File: src/mmd_defs.svh
// Purpose: address map and constants for the memory map decoder
// Assumes: 24-bit byte addresses, 16-bit words
// Notes: all figures of the map live here
`ifndef MMD_DEFS_SVH
`define MMD_DEFS_SVH

`define MMD_LANES 4
`define MMD_BANKS 39
`define MMD_DUAL_PORT_RAM_BLKS 8
// cpu view
`define MMD_DUAL_PORT_RAM_HI 24'h00ffff
`define MMD_MMR_BYTES 24'h0000c0
`define MMD_SINGLE_PORT_RAM_LO 24'h010000
`define MMD_SINGLE_PORT_RAM_HI 24'h03ffff
`define MMD_RSVD_LO 24'h040000
`define MMD_EXT_LO 24'h050000
`define MMD_CS2_LO 24'h800000
`define MMD_CS3_LO 24'hc00000
`define MMD_CS4_LO 24'he00000
`define MMD_CS5_LO 24'hf00000
`define MMD_ROM_LO 24'hfe0000
// dma / usb alias view
`define MMD_DMA_DUAL_PORT_RAM_LO 24'h010000
`define MMD_DMA_DUAL_PORT_RAM_HI 24'h01ffff
`define MMD_DMA_SINGLE_PORT_RAM_LO 24'h090000
`define MMD_DMA_SINGLE_PORT_RAM_HI 24'h0bffff
// io word ranges open to dma
`define MMD_IO_EXTERNAL_MEMORY_PORT_LO 16'h1000
`define MMD_IO_EXTERNAL_MEMORY_PORT_HI 16'h10ff
`define MMD_IO_I2C_LO 16'h1a00
`define MMD_IO_I2C_HI 16'h1aff
`define MMD_IO_UART_LO 16'h1b00
`define MMD_IO_UART_HI 16'h1b7f
`define MMD_IO_I2S_LO 16'h2800
`define MMD_IO_I2S_HI 16'h2bff
`define MMD_IO_SD_LO 16'h3a00
`define MMD_IO_SD_HI 16'h3bff
`define MMD_IO_USB_LO 16'h8000
// bank numbering
`define MMD_BANK_SINGLE_PORT_RAM 6'h08
`define MMD_BANK_ROM 6'h20
`define MMD_BANK_EXT 6'h24
`define MMD_BANK_IO 6'h25
`define MMD_BANK_MMR 6'h26
`define MMD_BANK_NONE 6'h3f
// chip select encodings and idle level
`define MMD_CS_0 3'h0
`define MMD_CS_2 3'h1
`define MMD_CS_3 3'h2
`define MMD_CS_4 3'h3
`define MMD_CS_5 3'h4
`define MMD_CS_IDLE 5'h1f

`endif

File: src/mmd_pkg.sv
// Purpose: types shared by the memory map decoder files
// Assumes: constants come from mmd_defs.svh
// Notes: lane order is fixed and used as an array index
package mmd_pkg;

typedef enum logic [1:0] {
	MMD_PROG = 2'h0,
	MMD_DATA = 2'h1,
	MMD_DMA = 2'h2,
	MMD_USB = 2'h3
} mmd_lane_t;

typedef struct packed {
	logic vld;
	logic we;
	logic io;
	logic [23:0] addr;
	logic [15:0] wdata;
} mmd_req_t;

typedef struct packed {
	logic [5:0] bank;
	logic [15:0] off;
	logic [2:0] cs;
} mmd_dec_t;

typedef struct packed {
	logic vld;
	logic we;
	logic [5:0] bank;
	logic port;
	logic [15:0] off;
	logic [15:0] wdata;
} mmd_route_t;

typedef struct packed {
	logic [1:0] ptr;
} mmd_arb_st_t;

typedef struct packed {
	logic rom_unmap;
	logic [3:0] ack;
	logic [3:0] p1;
	logic [3:0] z1;
	logic [3:0] p2;
	logic [3:0] z2;
	logic [3:0] rvld;
	logic [3:0][15:0] rdata;
	mmd_route_t [3:0] route;
	logic [4:0] cs_n;
	logic [20:0] ext_addr;
} mmd_st_t;

endpackage

File: src/mmd_bank_arb.sv
// Purpose: per-bank arbiter granting up to CAP lanes a cycle
// Assumes: four request lanes
// Notes: rotating start point so no lane starves
`timescale 1ns/10ps
module mmd_bank_arb import mmd_pkg::*; #(
	parameter int CAP = 1
) (
	// clock and reset
	input wire logic clk,
	input wire logic rst,
	// lanes
	input wire logic [3:0] req,
	output logic [3:0] gnt,
	output logic [3:0] slot
);

	mmd_arb_st_t st_r;
	mmd_arb_st_t st_nxt;
	logic [1:0] k;
	logic [1:0] used;

	always_comb begin
		st_nxt = st_r;
		gnt = 4'h0;
		slot = 4'h0;
		used = 2'h0;
		k = 2'h0;
		for (int i = 0; i < 4; i++) begin
			k = st_r.ptr + 2'(i);
			if (req[k] && (int'(used) < CAP)) begin
				gnt[k] = 1'b1;
				// second grant takes the other port
				slot[k] = (used != 2'h0);
				used = used + 2'h1;
			end
		end
		// move the start only when someone had to wait
		if ((req & ~gnt) != 4'h0)
			st_nxt.ptr = st_r.ptr + 2'h1;
	end

	always_ff @(posedge clk) begin
		if (rst)
			st_r <= '0;
		else
			st_r <= st_nxt;
	end

endmodule

File: src/mmd_decoder.sv
// Purpose: memory map decoder and router for cpu, dma and usb lanes
// Assumes: one clock; requests come from same-clock logic
// Notes: a lane holds its request until ack; results land 2 cycles after ack
//
// How it works
// - cpu bytes 000000h-00FFFFh go to eight dual-port ram blocks
// - a dual-port block takes two accesses a cycle, any mix
// - dma reaches dual-port ram at the 0001 0000h alias
// - first 192 bytes of block zero are mapped registers, not ram
// - cpu bytes 010000h-03FFFFh go to 24 single-port ram blocks
// - a single-port block takes one access a cycle
// - dma and usb reach single-port ram at the 0009 0000h alias
// - usb dma lane gets a path to single-port ram
// - 040000h-04FFFFh and its 000C 0000h alias hold nothing
// - FE0000h-FFFFFFh select four rom blocks, no wait states
// - rom unmap bit set leaves the top range unmapped
// - hardware reset clears rom unmap bit; soft reset leaves it
// - only program and data lanes reach the rom
// - 050000h-FDFFFFh is external space in five chip select regions
// - a chip select goes active for accesses in its region
// - external port: 16 or 8 bit data, up to 21 address bits
// - separate 64K io space, reached by io accesses of the data lane or dma
// - dma reaches io registers of the listed peripherals
// - cpu addresses one 16M byte program and data space
// - unmapped reads return zero, unmapped writes do nothing
// - usb lane never reaches dual-port ram
`timescale 1ns/10ps
`include "mmd_defs.svh"
module mmd_decoder import mmd_pkg::*; (
	// clock and reset
	input wire logic clk,
	input wire logic rst,
	// master lanes: program, data, dma, usb
	input wire mmd_req_t [3:0] mst_req,
	output logic [3:0] mst_ack,
	output logic [3:0] mst_rvld,
	output logic [3:0][15:0] mst_rdata,
	// memory fabric side
	output mmd_route_t [3:0] mem_route,
	input wire logic [3:0][15:0] mem_rdata,
	// external memory port
	input wire logic ext_bus8,
	output logic [4:0] external_chip_select_n,
	output logic [20:0] ext_addr,
	// cpu status word three, rom unmap field
	input wire logic st3_wr,
	input wire logic st3_rom_unmap,
	output logic rom_unmap_bit
);

	mmd_st_t st_r;
	mmd_st_t st_nxt;
	mmd_dec_t [3:0] dec;
	logic [3:0] live;
	logic [3:0] take;
	logic [3:0] port;
	logic [`MMD_BANKS-1:0][3:0] breq;
	logic [`MMD_BANKS-1:0][3:0] bgnt;
	logic [`MMD_BANKS-1:0][3:0] bslot;

	// io words the dma controllers may touch
	function automatic logic io_dma_ok(input logic [15:0] w);
		logic ok;
		ok = 1'b0;
		if (w >= `MMD_IO_EXTERNAL_MEMORY_PORT_LO && w <= `MMD_IO_EXTERNAL_MEMORY_PORT_HI)
			ok = 1'b1;
		if (w >= `MMD_IO_I2C_LO && w <= `MMD_IO_I2C_HI)
			ok = 1'b1;
		if (w >= `MMD_IO_UART_LO && w <= `MMD_IO_UART_HI)
			ok = 1'b1;
		if (w >= `MMD_IO_I2S_LO && w <= `MMD_IO_I2S_HI)
			ok = 1'b1;
		if (w >= `MMD_IO_SD_LO && w <= `MMD_IO_SD_HI)
			ok = 1'b1;
		if (w >= `MMD_IO_USB_LO)
			ok = 1'b1;
		return ok;
	endfunction

	// chip select region of an external address
	function automatic logic [2:0] ext_region(input logic [23:0] a);
		logic [2:0] r;
		r = `MMD_CS_0;
		if (a >= `MMD_CS2_LO)
			r = `MMD_CS_2;
		if (a >= `MMD_CS3_LO)
			r = `MMD_CS_3;
		if (a >= `MMD_CS4_LO)
			r = `MMD_CS_4;
		if (a >= `MMD_CS5_LO)
			r = `MMD_CS_5;
		return r;
	endfunction

	// full map decode for one lane
	function automatic mmd_dec_t decode(input mmd_lane_t lane,
		input mmd_req_t q, input logic unmap);
		mmd_dec_t d;
		logic [23:0] a;
		logic [23:0] s;
		logic cpu;
		a = q.addr;
		s = 24'h000000;
		cpu = (lane == MMD_PROG) || (lane == MMD_DATA);
		d.bank = `MMD_BANK_NONE;
		d.off = {4'h0, a[12:1]};
		d.cs = `MMD_CS_0;
		if (q.io) begin
			// io space only from data lane or dma
			d.off = a[15:0];
			if (lane == MMD_DATA)
				d.bank = `MMD_BANK_IO;
			if (lane == MMD_DMA && io_dma_ok(a[15:0]))
				d.bank = `MMD_BANK_IO;
		end else if (!cpu) begin
			if (lane == MMD_DMA && a >= `MMD_DMA_DUAL_PORT_RAM_LO &&
				a <= `MMD_DMA_DUAL_PORT_RAM_HI) begin
				s = a - `MMD_DMA_DUAL_PORT_RAM_LO;
				d.bank = {3'h0, s[15:13]};
				if (s < `MMD_MMR_BYTES)
					d.bank = `MMD_BANK_MMR;
			end
			if (a >= `MMD_DMA_SINGLE_PORT_RAM_LO && a <= `MMD_DMA_SINGLE_PORT_RAM_HI) begin
				s = a - `MMD_DMA_SINGLE_PORT_RAM_LO;
				d.bank = `MMD_BANK_SINGLE_PORT_RAM + s[18:13];
			end
			// alias reserved window falls to none
			// no rom path on these lanes
		end else begin
			// cpu sees the whole 24-bit byte space
			if (a <= `MMD_DUAL_PORT_RAM_HI) begin
				d.bank = {3'h0, a[15:13]};
				if (a < `MMD_MMR_BYTES)
					d.bank = `MMD_BANK_MMR;
			end else if (a >= `MMD_SINGLE_PORT_RAM_LO && a <= `MMD_SINGLE_PORT_RAM_HI) begin
				s = a - `MMD_SINGLE_PORT_RAM_LO;
				d.bank = `MMD_BANK_SINGLE_PORT_RAM + s[18:13];
			end else if (a >= `MMD_ROM_LO) begin
				// unmapped while the bit is set
				if (!unmap) begin
					d.bank = `MMD_BANK_ROM + {4'h0, a[16:15]};
					d.off = a[16:1];
				end
			end else if (a >= `MMD_EXT_LO) begin
				// five regions above the on-chip map
				d.bank = `MMD_BANK_EXT;
				d.cs = ext_region(a);
			end
		end
		return d;
	endfunction

	// decode and hold-off of lanes just acked
	always_comb begin
		for (int m = 0; m < `MMD_LANES; m++) begin
			dec[m] = decode(mmd_lane_t'(m), mst_req[m], st_r.rom_unmap);
			// a request seen in its ack cycle is the old one
			live[m] = mst_req[m].vld && !st_r.ack[m];
		end
	end

	// one arbiter per bank
	genvar b;
	generate
		for (b = 0; b < `MMD_BANKS; b++) begin : g_bank
			always_comb begin
				for (int m = 0; m < `MMD_LANES; m++)
					breq[b][m] = live[m] && (dec[m].bank == 6'(b));
			end
			mmd_bank_arb #(
				.CAP((b < `MMD_DUAL_PORT_RAM_BLKS) ? 2 : 1)
			) u_arb (
				.clk(clk),
				.rst(rst),
				.req(breq[b]),
				.gnt(bgnt[b]),
				.slot(bslot[b])
			);
		end
	endgenerate

	always_comb begin
		st_nxt = st_r;
		take = 4'h0;
		port = 4'h0;
		st_nxt.cs_n = `MMD_CS_IDLE;
		for (int m = 0; m < `MMD_LANES; m++) begin
			for (int k = 0; k < `MMD_BANKS; k++) begin
				take[m] = take[m] | bgnt[k][m];
				port[m] = port[m] | bslot[k][m];
			end
			// unmapped is taken at once with no effect
			if (live[m] && dec[m].bank == `MMD_BANK_NONE)
				take[m] = 1'b1;
			st_nxt.ack[m] = take[m];
			st_nxt.route[m].vld = take[m] &&
				(dec[m].bank != `MMD_BANK_NONE);
			// program lane only fetches
			st_nxt.route[m].we = mst_req[m].we &&
				(mmd_lane_t'(m) != MMD_PROG);
			st_nxt.route[m].bank = dec[m].bank;
			st_nxt.route[m].port = port[m];
			st_nxt.route[m].off = dec[m].off;
			st_nxt.route[m].wdata = mst_req[m].wdata;
			// read pipeline: route, memory, result
			st_nxt.p1[m] = take[m] && !st_nxt.route[m].we;
			st_nxt.z1[m] = dec[m].bank == `MMD_BANK_NONE;
			st_nxt.p2[m] = st_r.p1[m];
			st_nxt.z2[m] = st_r.z1[m];
			st_nxt.rvld[m] = st_r.p2[m];
			if (st_r.p2[m]) begin
				// unmapped reads come back as zero
				st_nxt.rdata[m] = st_r.z2[m] ? 16'h0000 : mem_rdata[m];
			end
			if (take[m] && dec[m].bank == `MMD_BANK_EXT) begin
				// select line of the hit region
				st_nxt.cs_n[dec[m].cs] = 1'b0;
				// byte or word address on the port
				if (ext_bus8)
					st_nxt.ext_addr = mst_req[m].addr[20:0];
				else
					st_nxt.ext_addr = {1'b0, mst_req[m].addr[20:1]};
			end
		end
		// only software writes touch it after reset
		if (st3_wr)
			st_nxt.rom_unmap = st3_rom_unmap;
	end

	always_ff @(posedge clk) begin
		if (rst) begin
			// hardware reset brings the rom back
			st_r <= '0;
			st_r.cs_n <= `MMD_CS_IDLE;
		end else begin
			st_r <= st_nxt;
		end
	end

	assign mst_ack = st_r.ack;
	assign mst_rvld = st_r.rvld;
	assign mst_rdata = st_r.rdata;
	assign mem_route = st_r.route;
	assign external_chip_select_n = st_r.cs_n;
	assign ext_addr = st_r.ext_addr;
	assign rom_unmap_bit = st_r.rom_unmap;

endmodule

File: config.mk
export PLATFORM = sky130hd
export DESIGN_NAME = mmd_decoder
export DESIGN_NICKNAME = d
export VERILOG_FILES = /design/src/mmd_pkg.sv /design/src/mmd_bank_arb.sv /design/src/mmd_decoder.sv
export VERILOG_INCLUDE_DIRS = /design/src
export SDC_FILE = /design/constraint.sdc
export NUM_CORES = 2
export LEC_CHECK = 0
export ABC_AREA = 1
export BUFFER_PORTS_ARGS = -buffer_cell sky130_fd_sc_hd__clkbuf_2
export CAP_MARGIN = 20
export CORE_MARGIN = 1.5
export CORE_UTILIZATION = 42
export DETAILED_ROUTE_END_ITERATION = 10
export GPL_TIMING_DRIVEN = 0
export PLACE_DENSITY_LB_ADDON = 0.2
export SYNTH_ARGS = -nofsm -noshare
export SYNTH_HDL_FRONTEND = slang
export SYNTH_SLANG_ARGS = --single-unit
File: constraint.sdc
create_clock -name clk -period 6 [get_ports clk]
set_clock_uncertainty 0.1 [all_clocks]
set_input_delay 0 -clock clk [delete_from_list [all_inputs] [get_ports clk]]
set_output_delay 0 -clock clk [all_outputs]
set_load 0.1 [all_outputs]
# ---- Yosys cells after proc, flatten, opt, wreduce, memory -nomap -nowiden
# Index checks and enable logic that the tools add are counted.
dict set report word_totals {
  ff_bits 357
  inputBits 241
  output_inout_bits 263
  word_cells 3250
}
dict set report classes {
  addsub 206
  order_cmp 471
  eq_ne 160
  n_mux 1162
  n_bitwise 543
  n_reduce_logical 630
}
# op count
set ops {}
lappend ops {{$mux 4} 273}
lappend ops {{$lt 2x3->1 const B} 156}
lappend ops {{$or 4x4->4} 117}
lappend ops {{$logic_and 1x1->1} 460}
lappend ops {{$eq 6x5->1 const B} 64}
lappend ops {{$mux 1} 366}
lappend ops {{$and 4x4->4} 78}
lappend ops {{$bmux 1 s2} 156}
lappend ops {{$bwmux 4} 78}
lappend ops {{$demux 1 s2} 156}
lappend ops {{$ge 2x1->1 const B} 156}
lappend ops {{$or 1x1->1} 304}
lappend ops {{$ge 24x24->1 const B} 10}
lappend ops {{$add 2x1->2 const B} 117}
lappend ops {{$reduce_bool 2->1} 117}
lappend ops {{$eq 6x4->1 const B} 32}
lappend ops {{$eq 6x6->1 const B} 32}
lappend ops {{$lt 2x1->1 const B} 93}
lappend ops {{$reduce_bool 4->1} 40}
lappend ops {{$add 2x2->2 const B} 78}
lappend ops {{$mux 2} 78}
lappend ops {{$not 4->4} 39}
lappend ops {{$mux 22} 6}
lappend ops {{$mux 16} 7}
lappend ops {{38 further kinds} 159}

# ---- Logic depth before layout (Yosys ltp)
dict set report depth {
  depth_word 70
  ltp_mapped 38
  depth_no_buf 37
}

# ---- By module
# Synthesis repeated with hierarchy kept, for this count alone.
dict set report hier_totals {
  hier_cells 6149
  area_unflattened_um2 37757.5
}
# module instances cells_each area_each_um2 seq_area_each_um2
set modules_own_cells {}
lappend modules_own_cells {{mmd_bank_arb (g_bank[10].u_arb ...)} 31 98 561.8 40.0}
lappend modules_own_cells {mmd_decoder 1 2251 15064.4 5545.3}
lappend modules_own_cells {{mmd_bank_arb (g_bank[1].u_arb ...)} 7 107 651.9 40.0}
lappend modules_own_cells {{mmd_bank_arb (g_bank[0].u_arb)} 1 111 714.4 40.0}

# ---- Worst setup path before layout
# No wires, ideal clock.
dict set report synth_path {
  path_type {reg2reg}
  startpoint {reg st_r, in the netlist rom_unmap_bit}
  endpoint {reg st_r, in the netlist ext_addr[13]}
  setup_time_ns 0.117
  arrival_time_ns 4.171
  required_time_ns 5.783
  slack_ns 1.612
  stages_incl_launch_ff 32
  n_path_buf 3
  cell_sequence {dfxtp_1 > inv_1 > nand2_1 > nand2_1 > nand2_1 > nand2_1 > nand2_1 > nand2_1 > nand2_2 > nor2_1 > buf_4 > nand2_1 > nor2_1 > o21a_1 > or2_2 > nand2_1 > inv_1 > ha_1 > inv_1 > nand4_1 > nand4_1 > nand4_1 > nor2_1 > nand2_1 > nor2_1 > nand3_2 > nand2_2 > buf_6 > buf_6 > nand3_1 > nand2_1 > a21oi_2}
}
dict set report synth_via {
  elab_chain_len 62
  elab_cells_between_ends 1348
  classes_between {78 x add/sub; 117 x order compare; 78 x eq/ne; 602 x mux; 269 x bitwise; 204 x reduce/logical}
}
# item line
set synth_rtl {}
lappend synth_rtl {{start, declared} mmd_decoder.sv:51} ;# mmd_st_t st_r;
lappend synth_rtl {{start signal, assigned} mmd_decoder.sv:236} ;# st_r <= st_nxt;
lappend synth_rtl {{$mux 22} mmd_decoder.sv:140} ;# if (!unmap) begin
lappend synth_rtl {{$mux 6} mmd_decoder.sv:138} ;# end else if (a >= `MMD_ROM_LO) begin
lappend synth_rtl {{$mux 6} mmd_decoder.sv:135} ;# end else if (a >= `MMD_SINGLE_PORT_RAM_LO && a <= `MMD_SINGLE_PORT_RAM_HI) begin
lappend synth_rtl {{$mux 6} mmd_decoder.sv:131} ;# if (a <= `MMD_DUAL_PORT_RAM_HI) begin
lappend synth_rtl {{$mux 6 or $mux 22 (tied branches)} mmd_decoder.sv:108} ;# if (q.io) begin
lappend synth_rtl {{$eq 6x1->1 or $logic_not 6->1 (tied branches)} mmd_decoder.sv:168} ;# breq[b][m] = live[m] && (dec[m].bank == 6'(b));
lappend synth_rtl {{$logic_and 1x1->1} mmd_decoder.sv:168}
lappend synth_rtl {{$bmux 1 s2} mmd_bank_arb.sv:30} ;# if (req[k] && (int'(used) < CAP)) begin
lappend synth_rtl {{[8 not listed]} --}
lappend synth_rtl {{$lt 2x2->1} mmd_bank_arb.sv:30}
lappend synth_rtl {{$logic_and 1x1->1} mmd_bank_arb.sv:30}
lappend synth_rtl {{$mux 4} mmd_bank_arb.sv:30}
lappend synth_rtl {{$or 1x1->1 (38 in series)} mmd_decoder.sv:189} ;# take[m] = take[m] | bgnt[k][m];
lappend synth_rtl {{$mux 1} mmd_decoder.sv:193} ;# if (live[m] && dec[m].bank == `MMD_BANK_NONE)
lappend synth_rtl {{$logic_and 1x1->1 (no line)} --}
lappend synth_rtl {{$mux 26} mmd_decoder.sv:215} ;# if (take[m] && dec[m].bank == `MMD_BANK_EXT) begin
lappend synth_rtl {{$mux 22 (2 in series)} mmd_decoder.sv:215}
# Parallel ways exist; a longest one is shown, timed or not. The select of a mux whose other input is x is not followed.
# A chain may end at the register's enable or synchronous reset.

# ---- Worst setup path in the final report
dict set report layout_path {
  startpoint {reg st_r, in the netlist mst_ack[3]}
  endpoint {reg st_r, in the netlist external_chip_select_n[4]}
}
dict set report layout_via {
  elab_chain_len 58
  elab_cells_between_ends 1138
  classes_between {78 x add/sub; 117 x order compare; 589 x mux; 194 x bitwise; 160 x reduce/logical}
}
# item line
set layout_rtl {}
lappend layout_rtl {{$logic_not 1->1 (*)} mmd_decoder.sv:158} ;# live[m] = mst_req[m].vld && !st_r.ack[m];
lappend layout_rtl {{$logic_and 1x1->1 (*)} mmd_decoder.sv:158}
lappend layout_rtl {{$logic_and 1x1->1} mmd_decoder.sv:168}
lappend layout_rtl {{$bmux 1 s2} mmd_bank_arb.sv:30}
lappend layout_rtl {{$mux 1 (implied by the code)} mmd_bank_arb.sv:30}
lappend layout_rtl {{$mux 1} mmd_bank_arb.sv:30}
lappend layout_rtl {{$lt 2x2->1} mmd_bank_arb.sv:30}
lappend layout_rtl {{$logic_and 1x1->1} mmd_bank_arb.sv:30}
lappend layout_rtl {{[5 not listed]} --}
lappend layout_rtl {{$logic_and 1x1->1} mmd_bank_arb.sv:30}
lappend layout_rtl {{$mux 4} mmd_bank_arb.sv:30}
lappend layout_rtl {{$or 1x1->1 (38 in series)} mmd_decoder.sv:189}
lappend layout_rtl {{$mux 1} mmd_decoder.sv:193}
lappend layout_rtl {{$logic_and 1x1->1 (no line)} --}
lappend layout_rtl {{$mux 26} mmd_decoder.sv:215}
lappend layout_rtl {{$and 5x5->5 (no line)} --}
lappend layout_rtl {{$mux 26 (*)} mmd_decoder.sv:215}
# Every way passes the cells marked *; elsewhere a longest branch is shown, timed or not. The select of a mux whose other input is x is not followed.

==> metrics <==
total power after layout between 7 and 8 mW; average wire length per cell after detail routing 20.8 um; Cell variety after synth 65; total via count after detailed routing 42.1k; Tightest Pin Transition 1.27 ns; Clock Power Share between 30% and 40%; Final Worst Setup Slack 0.108 ns; final critical-path required period 5.89 ns; highest attainable clock frequency between 150 and 200 MHz; unrepaired setup endpoints after global routing no; Critical Path Most Common Cell sky130_fd_sc_hd__nand2_1; Inserted Clock Buffers between 40 and 50; library cell with the largest summed area after synthesis sky130_fd_sc_hd__dfxtp_1; relative slew slack 15.5%; all-layer global routing usage 36.9%; combined flip-flop and latch cell area 7110 um2; worst path buffer plus inverter count 6; number of standard cells in the final layout excluding fillers 7,678; static leakage 21.3 nW; fraction of layout cells with a size suffix above 1 16.5%; Max Root-Sink Buffers 3; most common flop cell mapped by yosys sky130_fd_sc_hd__dfxtp_1; run status complete, no violations; Final Hold Violating Endpoints 0; final count of pins violating max slew 0; register bit total from synthesis 355; number of synthesized flops with an enable pin 0; required arrival time at the worst endpoint roughly 6.3 ns; clk_lat worst skew 0.62 ns; dominant delay contributor by cell family on the critical path simple AND/OR/NAND/NOR gates; row count 104; endpoint class of the critical path flip-flop; most frequent cell after synthesis sky130_fd_sc_hd__nand2_1; critical path's slowest cell sky130_fd_sc_hd__nor4_4; Net Sw Frac 38.3%; number of detailed-route iterations in the first pass 9; syn_nets approximately 6.2k; Period Utilization, post-route 98.2%; relative contribution of sequential cells to total power 34.1%; critical path startpoint category flip-flop; GR Overflow Total 0; Root Buffer Master sky130_fd_sc_hd__clkbuf_16; Ports 504; arrival time reported for the critical path endpoint 6.20 ns; CTS tree done; drt total wl 160,000 um; maximum number of pins on one net before global-route repair 14; Placed Cells roughly 7.3k; wire length of the first global-routing pass between 200,000 and 250,000 um; weighted congestion reported at the end of routability-driven placement between 1 and 1.5; post-detailed-placement half-perimeter wirelength 126,000 um; CTS H-tree lvls 2; Clock Sink Count 355; max capacitance violation total 0; delay contributed by the slowest stage of the critical path 0.84 ns; Async S/R FF share, synth 0%; number of global-route vias before repair 38.2k; number of antenna violations at the first check in global routing 18; total of fill cells in the finished design between 8k and 9k; clock transition at the register clock pins on the worst setup and hold paths after CTS 0.06 ns; Seq/Total Area, Yosys 21.0%; Horiz. Die Dim approximately 290 um; part of the power in combinational logic 29.0%; largest voltage drop on the vdd net around 0.18 mV; die outline area 82,500 um2; path class of the lowest-slack min-delay path input pin to flip-flop; Setup violations, final 0; core outline area 80,300 um2; height of the die 287 um; CP Max Fanout 10; Iteration-0 DRC Markers 4,408; syn_area_per_cell 5.90 um2; Syn. warnings 0; area of combinational cells with multiple inputs 21,800 um2; initial cell density of the core 42.2%; count of input and output buffers 496; signed area change from the synthesized netlist to the final layout 24.2%; switching power of the nets 2.86 mW; DRC viols 0; Worst Setup Slack post-DPL -0.335 ns; post-synthesis instance total 5,746; post-layout util 52.5%; detail-routed via count per cell between 5 and 6; start-to-end type of the worst setup path flip-flop to flip-flop; final setup TNS 0 ns; Cell Pwr Density 178 nW/um2; internal power summed over all cells 4.61 mW; most common library cells after synthesis sky130_fd_sc_hd__nand2_1 (1,668), sky130_fd_sc_hd__nor2_1 (680), sky130_fd_sc_hd__nand3_1 (630), sky130_fd_sc_hd__inv_1 (573), sky130_fd_sc_hd__dfxtp_1 (355); Final ANT Viol Nets 0; post-synth top area share 21.0%; top area cells in the synthesized netlist sky130_fd_sc_hd__dfxtp_1 (21%), sky130_fd_sc_hd__nand2_1 (18%), sky130_fd_sc_hd__nand3_1 (9.3%), sky130_fd_sc_hd__ha_1 (7.9%), sky130_fd_sc_hd__nor2_1 (7.5%); net count of the finished layout 7,028; post-synth design cell area roughly 34,000 um2
[final cells by class]
type / count / share of cell area (%)
well taps: 1060 / 3.15
multi-input cells: 4332 / 51.7
repair buffers: 781 / 12.7
inverters: 655 / 5.84
plain buffers: 403 / 6.24
clock inverters: 15 / 0.386
clock buffers: 62 / 3.02
diodes: 15 / 0.0891
flip-flops and latches: 355 / 16.9
[cell usage in the layout, fill, tap and decap left out, types with 60 or more instances in the layout]
cell type and count:
sky130_fd_sc_hd__nand2_1 1667, sky130_fd_sc_hd__nor2_1 676, sky130_fd_sc_hd__nand3_1 630, sky130_fd_sc_hd__inv_1 573, sky130_fd_sc_hd__clkbuf_2 498, sky130_fd_sc_hd__dfxtp_1 355, sky130_fd_sc_hd__o21ai_0 297, sky130_fd_sc_hd__buf_4 279
sky130_fd_sc_hd__dlygate4sd3_1 273, sky130_fd_sc_hd__a21oi_1 223, sky130_fd_sc_hd__ha_1 215, sky130_fd_sc_hd__nand4_1 155, sky130_fd_sc_hd__clkbuf_1 97, sky130_fd_sc_hd__inv_2 60
[worst paths after layout]
| check | start | cells past startpoint | to | slack, ns |
|---|---|---|---|---|
| hold reg to reg | st_nxt[263] | 2 | st_nxt[255] | 0.30 |
| setup / recovery | mst_ack[3] | 25 | external_chip_select_n[4] | 0.11 |
| hold / removal | mst_req[78] | 7 | ext_addr[19] | 0.02 |
| setup reg to reg | mst_ack[3] | 25 | external_chip_select_n[4] | 0.11 |
[cells by family (layout without fill, tap and decap cells)]
group | after synthesis | in the layout | synth area share [%]
DFF | 355 | 355 | 21.0
adders and majority gates | 215 | 215 | 7.93
muxes | 4 | 4 | 0.118
buffers and inverters | 1059 | 1916 | 15.0
AOI/OAI and AO/OA | 764 | 764 | 13.2
xor gates and xnor gates | 18 | 18 | 0.465
and+or+nand+nor | 3330 | 3330 | 42.3
other | 1 | 16 | 0.0111
[through the flow]
stage                     instance area (um2)  hold slack, ns
after floorplan                         33900         -0.0276
after global placement                  37700          0.0791
after detailed placement                37900          0.0867
after CTS                               42000         0.00249
after global routing                    42100          0.0575
final                                   42100          0.0233
[sequential cells by signal (all words and copies together) (netlist names), 5 cells and up]
signal and cells:
mem_route 163, mst_rdata 64, st_nxt 11, ext_addr 21, external_chip_select_n 5, g_bank.u_arb.st_r 78
[metal layers]
layer | up-vias | track usage (%) | wire (um)
li1 | 20200 | - | -
met1 | 19200 | 43.9 | 61600
met2 | 2225 | 58.6 | 70700
met3 | 499 | 8.30 | 15100
met4 | 2 | 26.4 | 12200
met5 | - | 0 | 8
[worst register-to-register path, delay by kind of cell (launching register included)]
kind	cells	cell delay, ns
and+or+nand+nor	17	3.17
buffers and inverters	6	1.64
DFF	1	0.35
AOI/OAI and AO/OA	1	0.28
adders and majority gates	1	0.17
[timing repair]
action / in CTS / in global routing
setup buffers: 0 / 0
resized for setup: 0 / 8
hold endpoints to repair: 238 / 0
hold buffers: 273 / 0
endpoints found under the setup margin: 0 / 29
[power by group through the flow]
| stage | logic [mW] | clock network, mW | registers (mW) |
|---|---|---|---|
| 2_1_floorplan | 1.46 | 0 | 2.57 |
| 4_1_cts | 2.13 | 2.78 | 2.55 |
| 3_3_place_gp | 1.96 | 0 | 2.60 |
| 5_1_grt | 2.26 | 2.87 | 2.56 |
| 3_5_place_dp | 1.97 | 0 | 2.60 |
| 6_report | 2.17 | 2.76 | 2.55 |
No activity file was read; power rests on OpenSTA's default activity.
